==> config.mk <==
export PLATFORM = sky130hd
export DESIGN_NAME = csfr_status
export DESIGN_NICKNAME = d
export VERILOG_FILES = /design/src/common/csfr_pkg.sv /design/src/rtl/csfr_status.sv
export SDC_FILE = /design/constraint.sdc
export NUM_CORES = 1
export LEC_CHECK = 0
export ABC_AREA = 1
export BUFFER_PORTS_ARGS = -buffer_cell sky130_fd_sc_hd__buf_2
export CORE_ASPECT_RATIO = 0.8
export CORE_MARGIN = 5
export CORE_UTILIZATION = 50
export CTS_BUF_LIST = sky130_fd_sc_hd__clkbuf_8
export DETAILED_ROUTE_END_ITERATION = 10
export GPL_TIMING_DRIVEN = 0
export PLACE_DENSITY = 0.91
export SKIP_CTS_REPAIR_TIMING = 1
export SLEW_MARGIN = 20
export SYNTH_ARGS = -nofsm -noshare
export SYNTH_HDL_FRONTEND = slang
export SYNTH_SLANG_ARGS = --single-unit
==> constraint.sdc <==
create_clock -name clk_i -period 1.65 [get_ports clk_i]
set_input_delay 0.0825 -clock clk_i [delete_from_list [all_inputs] [get_ports clk_i]]
set_output_delay 0.0825 -clock clk_i [all_outputs]
set_load 0.01 [all_outputs]
==> src/common/csfr_pkg.sv <==
// Package for the CPU status flag register block: offsets, fields, resets.
package csfr_pkg;
	// Register file offsets
	localparam logic [8:0] CSFR_STATUS_OFS_LO = 9'h003;
	localparam logic [8:0] CSFR_STATUS_OFS_HI = 9'h083;
	localparam logic [8:0] CSFR_OPTION_OFS = 9'h081;
	localparam logic [8:0] CSFR_PCHOLD_OFS_LO = 9'h00a;
	localparam logic [8:0] CSFR_PCHOLD_OFS_HI = 9'h08a;
	localparam logic [6:0] CSFR_SHARED_LO = 7'h70;
	// Status field positions
	localparam int CSFR_C_BIT = 0;
	localparam int CSFR_DC_BIT = 1;
	localparam int CSFR_Z_BIT = 2;
	localparam int CSFR_PD_BIT = 3;
	localparam int CSFR_TO_BIT = 4;
	localparam int CSFR_RP0_BIT = 5;
	localparam int CSFR_RP1_BIT = 6;
	localparam int CSFR_IRP_BIT = 7;
	// Option field positions
	localparam int CSFR_PSA_BIT = 3;
	// Reset values
	localparam logic [7:0] CSFR_STATUS_RST = 8'h18;
	localparam logic [7:0] CSFR_OPTION_RST = 8'hff;
	localparam logic [4:0] CSFR_PCHOLD_RST = 5'h00;
	// ALU operations that touch the flags, plus CSFR_OP_NONE that leaves them alone
	typedef enum logic [2:0] {
		CSFR_OP_NONE,
		CSFR_OP_ADD,
		CSFR_OP_SUB,
		CSFR_OP_LOGIC,
		CSFR_OP_RLF,
		CSFR_OP_RRF
	} csfr_op_t;
	// Register write request from the core
	typedef struct packed {
		logic en;
		logic [8:0] addr;
		logic [7:0] data;
	} csfr_wr_t;
	// ALU result sideband
	typedef struct packed {
		csfr_op_t op;
		logic [7:0] a;
		logic [7:0] b;
		logic [7:0] result;
	} csfr_alu_t;
endpackage

==> src/rtl/csfr_status.sv <==
// CPU status flag register, page holding register and prescaler routing.
`timescale 1ns/100ps
`default_nettype none

module csfr_status #(
	parameter int PRESC_W = 8
) (
	input wire logic clk_i,
	input wire logic rst_b_i,
	input wire csfr_pkg::csfr_wr_t wr_i,
	input wire logic [8:0] rd_addr_i,
	output logic [7:0] rd_data_o,
	output logic rd_hit_o,
	input wire csfr_pkg::csfr_alu_t alu_i,
	input wire logic por_i,
	input wire logic wdt_clear_i,
	input wire logic sleep_i,
	input wire logic wdt_timeout_i,
	input wire logic pc_load_i,
	output logic [4:0] pc_upper_o,
	output logic [1:0] bank_o,
	output logic [8:0] bank_base_o,
	input wire logic tmr_tick_i,
	input wire logic wdt_tick_i,
	output logic tmr_inc_o,
	output logic wdt_inc_o,
	output logic [7:0] option_o
);
	import csfr_pkg::*;

	// The rate field reaches prescaler bit 7, so a narrower counter fails
	if (PRESC_W < 8) begin : g_presc_w_check
		$error("PRESC_W must be at least 8");
	end

	logic [7:0] status;
	logic [2:0] alu_flags;
	logic [1:0] cause_flags;
	logic [2:0] bank_bits;
	logic [7:0] option_reg;
	logic [4:0] pc_upper_holding_reg;
	logic [PRESC_W-1:0] presc;
	logic [8:0] sum9;
	logic [4:0] sum5;
	logic flag_op;
	logic status_wr;
	logic next_z;
	logic next_dc;
	logic next_c;
	logic presc_tick;
	logic [PRESC_W-1:0] presc_mask;

	// Shared registers decode on the low seven bits, in banks 0 and 1 only
	function automatic logic shared_hit(input logic [8:0] a,
		input logic [8:0] lo);
		shared_hit = (a[6:0] == lo[6:0]) && (a[8:7] <= 2'b01);
	endfunction

	assign status_wr = wr_i.en && shared_hit(wr_i.addr, CSFR_STATUS_OFS_LO);
	assign flag_op = (alu_i.op != CSFR_OP_NONE);

	// Adder shared by add and subtract; subtract adds the complement plus one
	always_comb begin
		sum9 = 9'h000;
		sum5 = 5'h00;
		if (alu_i.op == CSFR_OP_SUB) begin
			sum9 = {1'b0, alu_i.a} + {1'b0, ~alu_i.b} + 9'h001;
			sum5 = {1'b0, alu_i.a[3:0]} + {1'b0, ~alu_i.b[3:0]} + 5'h01;
		end else begin
			sum9 = {1'b0, alu_i.a} + {1'b0, alu_i.b};
			sum5 = {1'b0, alu_i.a[3:0]} + {1'b0, alu_i.b[3:0]};
		end
	end

	// Flag values; rotates leave Z alone and only carry follows the bit out
	always_comb begin
		next_z = status[CSFR_Z_BIT];
		next_dc = status[CSFR_DC_BIT];
		next_c = status[CSFR_C_BIT];
		unique case (alu_i.op)
			CSFR_OP_NONE: begin
			end
			CSFR_OP_ADD, CSFR_OP_SUB: begin
				next_z = (alu_i.result == 8'h00);
				next_dc = sum5[4];
				next_c = sum9[8];
			end
			CSFR_OP_LOGIC: begin
				next_z = (alu_i.result == 8'h00);
			end
			CSFR_OP_RLF: begin
				next_c = alu_i.a[7];
			end
			CSFR_OP_RRF: begin
				next_c = alu_i.a[0];
			end
			default: begin
			end
		endcase
	end

	// Arithmetic flags: flag logic wins over a colliding data write
	always_ff @(posedge clk_i or negedge rst_b_i) begin
		if (!rst_b_i) begin
			alu_flags <= CSFR_STATUS_RST[CSFR_Z_BIT:CSFR_C_BIT];
		end else if (flag_op) begin
			alu_flags <= {next_z, next_dc, next_c};
		end else if (status_wr) begin
			alu_flags <= wr_i.data[CSFR_Z_BIT:CSFR_C_BIT];
		end
	end

	// Reset-cause flags, timeout above powerdown; writes never reach them
	always_ff @(posedge clk_i or negedge rst_b_i) begin
		if (!rst_b_i) begin
			cause_flags <= CSFR_STATUS_RST[CSFR_TO_BIT:CSFR_PD_BIT];
		end else if (por_i || wdt_clear_i) begin
			cause_flags <= 2'b11;
		end else if (sleep_i) begin
			cause_flags <= 2'b10;
		end else if (wdt_timeout_i) begin
			cause_flags[1] <= 1'b0;
		end
	end

	// Bank select bits; the upper one (IRP) is storable but software keeps it clear
	always_ff @(posedge clk_i or negedge rst_b_i) begin
		if (!rst_b_i) begin
			bank_bits <= CSFR_STATUS_RST[CSFR_IRP_BIT:CSFR_RP0_BIT];
		end else if (status_wr) begin
			bank_bits <= wr_i.data[CSFR_IRP_BIT:CSFR_RP0_BIT];
		end
	end

	// One owner per field group keeps every status bit single-driven
	assign status = {bank_bits, cause_flags, alu_flags};

	// Option register, fully read/write
	always_ff @(posedge clk_i or negedge rst_b_i) begin
		if (!rst_b_i) begin
			option_reg <= CSFR_OPTION_RST;
		end else if (wr_i.en && wr_i.addr == CSFR_OPTION_OFS) begin
			option_reg <= wr_i.data;
		end
	end

	// Upper program counter holding register, visible in either bank
	always_ff @(posedge clk_i or negedge rst_b_i) begin
		if (!rst_b_i) begin
			pc_upper_holding_reg <= CSFR_PCHOLD_RST;
		end else if (wr_i.en && shared_hit(wr_i.addr, CSFR_PCHOLD_OFS_LO)) begin
			pc_upper_holding_reg <= wr_i.data[4:0];
		end
	end

	// PC upper bits are only ever a copy taken at a counter load
	always_ff @(posedge clk_i or negedge rst_b_i) begin
		if (!rst_b_i) begin
			pc_upper_o <= 5'h00;
		end else if (pc_load_i) begin
			pc_upper_o <= pc_upper_holding_reg;
		end
	end

	// Bank decode from the direct bank select pair
	assign bank_o = status[CSFR_RP1_BIT:CSFR_RP0_BIT];
	assign bank_base_o = {bank_o, 7'h00};

	// Read port; status and holding register decode in both banks
	always_comb begin
		rd_data_o = 8'h00;
		rd_hit_o = 1'b0;
		if (shared_hit(rd_addr_i, CSFR_STATUS_OFS_LO)) begin
			rd_data_o = status;
			rd_hit_o = 1'b1;
		end else if (rd_addr_i == CSFR_OPTION_OFS) begin
			rd_data_o = option_reg;
			rd_hit_o = 1'b1;
		end else if (shared_hit(rd_addr_i, CSFR_PCHOLD_OFS_LO)) begin
			rd_data_o = {3'b000, pc_upper_holding_reg};
			rd_hit_o = 1'b1;
		end
	end

	assign option_o = option_reg;

	// Shared prescaler; rate field picks 2^(n+1) for timer, 2^n for watchdog
	always_comb begin
		presc_mask = '0;
		for (int i = 0; i < 8; i++) begin
			if (option_reg[CSFR_PSA_BIT]) begin
				presc_mask[i] = (i < int'(option_reg[2:0]));
			end else begin
				presc_mask[i] = (i <= int'(option_reg[2:0]));
			end
		end
	end

	// Only the assigned source advances the single prescaler
	always_ff @(posedge clk_i or negedge rst_b_i) begin
		if (!rst_b_i) begin
			presc <= '0;
		end else if (option_reg[CSFR_PSA_BIT] ? wdt_tick_i : tmr_tick_i) begin
			presc <= presc + 1'b1;
		end
	end

	// Tick when all selected low prescaler bits are about to roll over
	assign presc_tick = ((presc & presc_mask) == presc_mask) &&
		(option_reg[CSFR_PSA_BIT] ? wdt_tick_i : tmr_tick_i);

	// Output pulses; the unassigned user bypasses the prescaler
	always_ff @(posedge clk_i or negedge rst_b_i) begin
		if (!rst_b_i) begin
			tmr_inc_o <= 1'b0;
			wdt_inc_o <= 1'b0;
		end else begin
			tmr_inc_o <= option_reg[CSFR_PSA_BIT] ? tmr_tick_i : presc_tick;
			wdt_inc_o <= option_reg[CSFR_PSA_BIT] ? presc_tick : wdt_tick_i;
		end
	end

	property p_flag_write_masked;
		@(posedge clk_i) disable iff (!rst_b_i)
		(flag_op && status_wr) |=> status[2:0] == {$past(next_z),
			$past(next_dc), $past(next_c)};
	endproperty
	a_flag_write_masked: assert property (p_flag_write_masked)
		else $error("status write reached a flag-updated bit");

	property p_reset_flags_protected;
		@(posedge clk_i) disable iff (!rst_b_i)
		(status_wr && !por_i && !wdt_clear_i && !sleep_i && !wdt_timeout_i)
		|=> $stable(status[4:3]);
	endproperty
	a_reset_flags_protected: assert property (p_reset_flags_protected)
		else $error("timeout or powerdown flag changed by a write");

	property p_bank_base;
		@(posedge clk_i) disable iff (!rst_b_i)
		status_wr |=> bank_base_o ==
			{$past(wr_i.data[CSFR_RP1_BIT:CSFR_RP0_BIT]), 7'h00};
	endproperty
	a_bank_base: assert property (p_bank_base)
		else $error("bank base does not match select bits");

	property p_sub_borrow;
		@(posedge clk_i) disable iff (!rst_b_i)
		(alu_i.op == CSFR_OP_SUB) |=>
			status[CSFR_C_BIT] == ($past(alu_i.a) >= $past(alu_i.b));
	endproperty
	a_sub_borrow: assert property (p_sub_borrow)
		else $error("subtract carry is not an inverted borrow");

	property p_rotate_carry;
		@(posedge clk_i) disable iff (!rst_b_i)
		(alu_i.op == CSFR_OP_RLF) |=> status[CSFR_C_BIT] == $past(alu_i.a[7]);
	endproperty
	a_rotate_carry: assert property (p_rotate_carry)
		else $error("rotate left did not load carry from bit 7");

	property p_pc_copy;
		@(posedge clk_i) disable iff (!rst_b_i)
		pc_load_i |=> pc_upper_o == $past(pc_upper_holding_reg);
	endproperty
	a_pc_copy: assert property (p_pc_copy)
		else $error("pc upper bits not copied from holding register");

	property p_status_both_banks;
		@(posedge clk_i) disable iff (!rst_b_i)
		(rd_addr_i == CSFR_STATUS_OFS_HI) |-> rd_hit_o && rd_data_o == status;
	endproperty
	a_status_both_banks: assert property (p_status_both_banks)
		else $error("status not readable at the upper bank offset");

	property p_timer_direct;
		@(posedge clk_i) disable iff (!rst_b_i)
		(option_reg[CSFR_PSA_BIT] && tmr_tick_i) |=> tmr_inc_o;
	endproperty
	a_timer_direct: assert property (p_timer_direct)
		else $error("timer not clocked 1:1 under watchdog assignment");

	property p_sleep_flags;
		@(posedge clk_i) disable iff (!rst_b_i)
		(sleep_i && !por_i && !wdt_clear_i) |=>
			status[CSFR_TO_BIT] && !status[CSFR_PD_BIT];
	endproperty
	a_sleep_flags: assert property (p_sleep_flags)
		else $error("sleep did not set timeout and clear powerdown");

	property p_zero_flag;
		@(posedge clk_i) disable iff (!rst_b_i)
		(alu_i.op == CSFR_OP_LOGIC) |=>
			status[CSFR_Z_BIT] == ($past(alu_i.result) == 8'h00);
	endproperty
	a_zero_flag: assert property (p_zero_flag)
		else $error("zero flag does not follow the result");
endmodule // csfr_status

`default_nettype wire

Yosys cells after proc, flatten, opt, wreduce, memory -nomap -nowiden
Index checks and enable logic that the tools add are counted.
{"block": "totals", "ff_bits": 36, "in_bits": 63, "output_inout_bits": 35, "elab_cells": 100}
{"block": "classes", "n_addsub": 7, "order_cmp": 16, "eq_ne": 15, "n_mux": 28, "bitwise_logic": 3, "n_reduce_logical": 19}
{"op": "1-bit 2-to-1 mux", "count": 19}
{"op": "8-bit by 8-bit adder with 9-bit output", "count": 2}
{"op": "9-bit by 8-bit equality test with 1-bit output (second input constant)", "count": 2}
{"op": "8-bit 2-to-1 mux", "count": 2}
{"op": "7-bit by 2-bit equality test with 1-bit output (second input constant)", "count": 2}
{"op": "7-bit by 4-bit equality test with 1-bit output (second input constant)", "count": 2}
{"op": "3-bit <= comparator (first input constant)", "count": 4}
{"op": "4-bit by 4-bit adder with 5-bit output", "count": 2}
{"op": "5-bit 2-to-1 mux", "count": 2}
{"op": "9-bit by 1-bit adder with 9-bit output (second input constant)", "count": 1}
{"op": "3-bit less-than comparator (first input constant)", "count": 3}
{"op": "9-bit 2-to-1 mux", "count": 1}
{"op": "8-bit by 1-bit adder with 8-bit output (second input constant)", "count": 1}
{"op": "8-bit bitwise AND", "count": 1}
{"op": "8-bit equality test", "count": 1}
{"op": "1-bit logical AND", "count": 8}
{"op": "8-bit zero test", "count": 1}
{"op": "8-bit inverter", "count": 1}
{"op": "3-bit by 2-bit equality test with 1-bit output (second input constant)", "count": 2}
{"op": "3-bit equality test (second input constant)", "count": 2}
{"op": "2-bit by 3-bit <= comparator with 1-bit output (first input constant)", "count": 2}
{"op": "1-bit by 3-bit less-than comparator with 1-bit output (first input constant)", "count": 2}
{"op": "2-bit by 3-bit less-than comparator with 1-bit output (first input constant)", "count": 2}
{"op": "3-bit 2-to-1 mux", "count": 2}
{"op": "other kinds (16)", "count": 21}

Logic depth before layout (Yosys ltp)
{"block": "depth", "ltp_word": 6, "mapped_depth": 13, "ltp_nobuf": 13}

Worst setup path before layout
OpenSTA, ideal clock, no wires.
{"block": "synth_path", "kind": "register to register", "start": "register option_reg[3], in the netlist option_o[3]", "end": "register presc[6]", "setup_ns": 0.121, "arrival_ns": 1.245, "t_required_ns": 1.529, "setup_slack_ns": 0.284, "stages_incl_launch_ff": 7, "path_buffers": 0, "synth_period_minus_slack_ns": 1.366, "path_cell_list": "dfstp_2 -> nand2_1 -> o21ai_2 -> nand2_2 -> nor3_4 -> nand3_2 -> xor2_1"}
{"block": "synth_via", "elab_chain_cells": 1}
{"item": "from (decl)", "line_no": "csfr_status.sv:40", "text": "logic [7:0] option_reg;"}
{"item": "from (signal assigned)", "line_no": "csfr_status.sv:143", "text": "option_reg <= wr_i.data;"}
{"item": "1-bit 2-to-1 mux", "line_no": "csfr_status.sv:203", "text": "end else if (option_reg[CSFR_PSA_BIT] ? wdt_tick_i : tmr_tick_i) begin"}
{"item": "to (signal assigned)", "line_no": "csfr_status.sv:204", "text": "presc <= presc + 1'b1;"}
{"item": "to (decl)", "line_no": "csfr_status.sv:42", "text": "logic [PRESC_W-1:0] presc;"}
No other way between the ends.
A chain may end at the register's enable or synchronous reset.

Worst setup path after layout
{"block": "layout_path", "start": "input rd_addr_i[6]", "end": "output rd_data_o[0]"}
{"block": "layout_via", "elab_chain_cells": 5, "elab_cells_between_ends": 8, "cone_classes": "eq/ne (3); mux (3); reduce/logical (2)"}
{"item": "from (decl)", "line_no": "csfr_status.sv:11", "text": "input wire logic [8:0] rd_addr_i,"}
{"item": "7-bit by 4-bit equality test with 1-bit output", "line_no": "csfr_status.sv:56", "text": "shared_hit = (a[6:0] == lo[6:0]) && (a[8:7] <= 2'b01);"}
{"item": "1-bit logical AND", "line_no": "csfr_status.sv:56"}
{"item": "5-bit 2-to-1 mux", "line_no": "csfr_status.sv:179", "text": "end else if (shared_hit(rd_addr_i, CSFR_PCHOLD_OFS_LO)) begin"}
{"item": "8-bit 2-to-1 mux", "line_no": "csfr_status.sv:176", "text": "end else if (rd_addr_i == CSFR_OPTION_OFS) begin"}
{"item": "8-bit 2-to-1 mux *", "line_no": "csfr_status.sv:173", "text": "if (shared_hit(rd_addr_i, CSFR_STATUS_OFS_LO)) begin"}
{"item": "to (decl)", "line_no": "csfr_status.sv:12", "text": "output logic [7:0] rd_data_o,"}
Every way passes the cells marked *; elsewhere a longest branch is shown, timed or not.

==> key figures <==
Die
  • Row count: 22
  • Starting Density: about half
  • Die height: about 72 um
  • IO Count: approximately 100
  • CORE AREA: ~4600 um^2
  • Die Wd: 87.5 um
  • Full die area: between 6000 and 7000 um^2

Timing
  • Final hold violation count: 0
  • Fmax: approximately 660 MHz
  • RSZ-0062 raised after global routing: false
  • Slew @ Worst Pin: about 0.74 ns
  • Fin crit share: between 90% and 100%
  • Setup_tns: 0 ns
  • Fin Hold WS: 0.0154 ns
  • Slew Viols, Final: 0
  • Setup WS post-layout: approximately 0.14 ns
  • Rel. slew slack: between 50% and 60%
  • Setup-failing EPs final: 0
  • Worst Skew: 0.00771 ns
  • Min Clock Period, post-route: ~1.5 ns

Placed design
  • IO buf count: 89
  • Pre-CTS setup slack: between 0.1 and 0.15 ns
  • Gpl congestion: around 0.83
  • Final HPWL DP: 4.65 mm

Final layout
  • Sequential Area: roughly 910 um^2
  • Most common cell after layout, fill and taps aside: buf_2
  • Fin nets: 491
  • Multi-input gate area: between 1000 and 1500 um^2
  • Most frequent cells in the layout: 89 x buf_2, 65 x nand2_1, 56 x inv_1
  • Layout fillers: roughly 400
  • Synth-to-Final Area Change: 28.3%
  • Layout cells sized above 1: 33.6%
  • ANT cells: 0

GRT
  • First-pass GRT wire length: between 9 and 10 mm
  • Gr usage total: approximately 18%
  • Initial antenna violation count: 0
  • Vias in the first global route: around 2,200
  • Overflow after GRT: 0
  • Largest net degree at the start of global routing: 37

CTS
  • CTS Root Cell: clkbuf_8
  • CTS clk-pin slew, worst paths: around 0.07 ns
  • H-tree depth: 2
  • CTS tree: yes
  • Max clock buf depth: 2
  • Clk_lat worst skew: about 0.29 ns
  • CTS Buf Count: 5
  • # clock sinks: 36

Critical path
  • Arr. time, crit path: approximately 1.4 ns
  • CP bufs+invs: 2
  • Worst Setup End Kind: output port
  • CP Cell Sequence: buf_2 > nor3_1 > nand3_1 > o221ai_1 > buf_2
  • Most used cell, CP: buf_2
  • CP Launch Type: input port
  • Req. time, crit path: ~1.6 ns
  • Top delay family on crit path: simple AND/OR/NAND/NOR gates
  • Worst path slowest cell: nand3_1
  • CP peak stage delay: 0.37 ns
  • Maximum fanout along the worst path: 8
  • Crit path kind: in2out

Synthesis
  • Synthesized area: 2400 um^2
  • Number of synthesized register bits: 36
  • Number of synthesized flops with an enable pin: 0
  • Syn avg cell area: 7.80 um^2
  • Mapped Cells: a little over 300
  • Library cells used by synthesis: 38
  • YS warnings: 0
  • Main synth FF type: dfrtp_1
  • Post-synth ARST share: 100%
  • Sequential cell area fraction in the yosys report: 38.0%

Routing
  • Antenna-violating nets left: 0
  • Wirelength, routed: roughly 5.7 mm
  • Drc violations: 0
  • DR iter-0 viols: ~120
  • Via density: 4.87
  • Pre-antenna DRT Iters: 5
  • Routed len/inst: roughly 12 um
  • Vias: between 2,000 and 2,500

Pwr
  • Lkg Pwr: ~1.7 nW
  • Seq pwr share: 45.4%
  • Sw Share: 31.5%
  • Power density cells: between 800 and 900 nW/um^2
  • Clock power frac: 29.0%
  • Int Power: between 1.5 and 2 mW
  • Worst VDD drop: 0.473 mV
  • Combinational Power Share: approximately a quarter
  • NetSw: about 0.8 mW

Hold path
  • Min-Delay Path Class: in2reg

Run
  • MaxCap Viol Count: 0

Outcome
  • Status: finished clean
path summary, 6_finish.rpt:
check / from / to / slack, ns / cells past startpoint
worst max-delay path: rd_addr_i[6] / rd_data_o[0] / 0.14 / 5
worst min-delay path: wr_i[7] / option_o[7] / 0.02 / 3
worst max register to register: option_o[3] / presc[7] / 0.21 / 6
worst min register to register: presc[7] / presc[7] / 0.47 / 1
max in group asynchronous: rst_b_i / pc_upper_o[2] / 0.78 / 2
min in group asynchronous: rst_b_i / presc[0] / 0.40 / 2
tightest hold or removal path, cell delays in order:
cell     delay, ns
buf_2         0.09
inv_1         0.05
o21ai_1       0.07
through the flow:
stage / util (%) / std cells / power [mW] / cell area, um^2
after global routing: 66.7 / 474 / 2.73 / 3080
final: 66.7 / 474 / 2.56 / 3080
after CTS: 66.0 / 471 / 2.56 / 3050
after detailed placement: 63.7 / 463 / 1.82 / 2950
after floorplan: - / 314 / 1.57 / 2430
after global placement: 63.7 / 463 / 1.77 / 2950
cells in the mapped netlist, types with 5 or more instances:
cell / n / share of area (%)
o221ai_1: 5 / 1.8
buf_4: 11 / 3.4
nor2_1: 30 / 4.7
ha_1: 15 / 7.8
nand3_1: 8 / 1.7
nand2_1: 65 / 10
inv_1: 55 / 8.6
dfstp_2: 10 / 11
dfrtp_1: 26 / 27
o21ai_1: 16 / 3.3
xor2_1: 6 / 2.2
o21ai_0: 12 / 2.5
a21oi_1: 11 / 2.3
per-layer routing:
metal  vias up  routed length (um)  track usage (%)  part of all wire [%]
met2        88                2780             31.8                    48
li1       1169                   -                -                     -
met1      1044                2400             22.8                    42
met3         8                 474             3.75                   8.3
met4         0                  74             5.79                   1.3
met5         -                   0                0                     0
layout make-up:
| cell class | instances | share of cell area [%] |
|---|---|---|
| buffer | 13 | 3.16 |
| clock buffer | 5 | 2.23 |
| clock inverter | 3 | 1.26 |
| inverter | 56 | 6.82 |
| multi-input combinational | 209 | 39.1 |
| sequential | 36 | 29.6 |
| tap | 60 | 2.43 |
| timing repair buffer | 92 | 15.4 |
cells by family after synthesis:
group | share of synthesized area (%)
and+or+nand+nor | 25.3
buffers and inverters | 12.8
AOI/OAI and AO/OA | 12.9
DFF | 38.0
adders and majority gates | 7.81
xor gates and xnor gates | 2.55
other | 0.156
muxes | 0.468
power groups by stage:
| stage | registers, mW | clock network (mW) | logic (mW) |
|---|---|---|---|
| after CTS | 1.16 | 0.752 | 0.653 |
| after global placement | 1.16 | 0 | 0.608 |
| after floorplan | 1.15 | 0 | 0.424 |
| after global routing | 1.18 | 0.795 | 0.753 |
| final | 1.16 | 0.742 | 0.653 |
| after detailed placement | 1.17 | 0 | 0.645 |
Note: power is estimated with default switching activity, not from simulation.
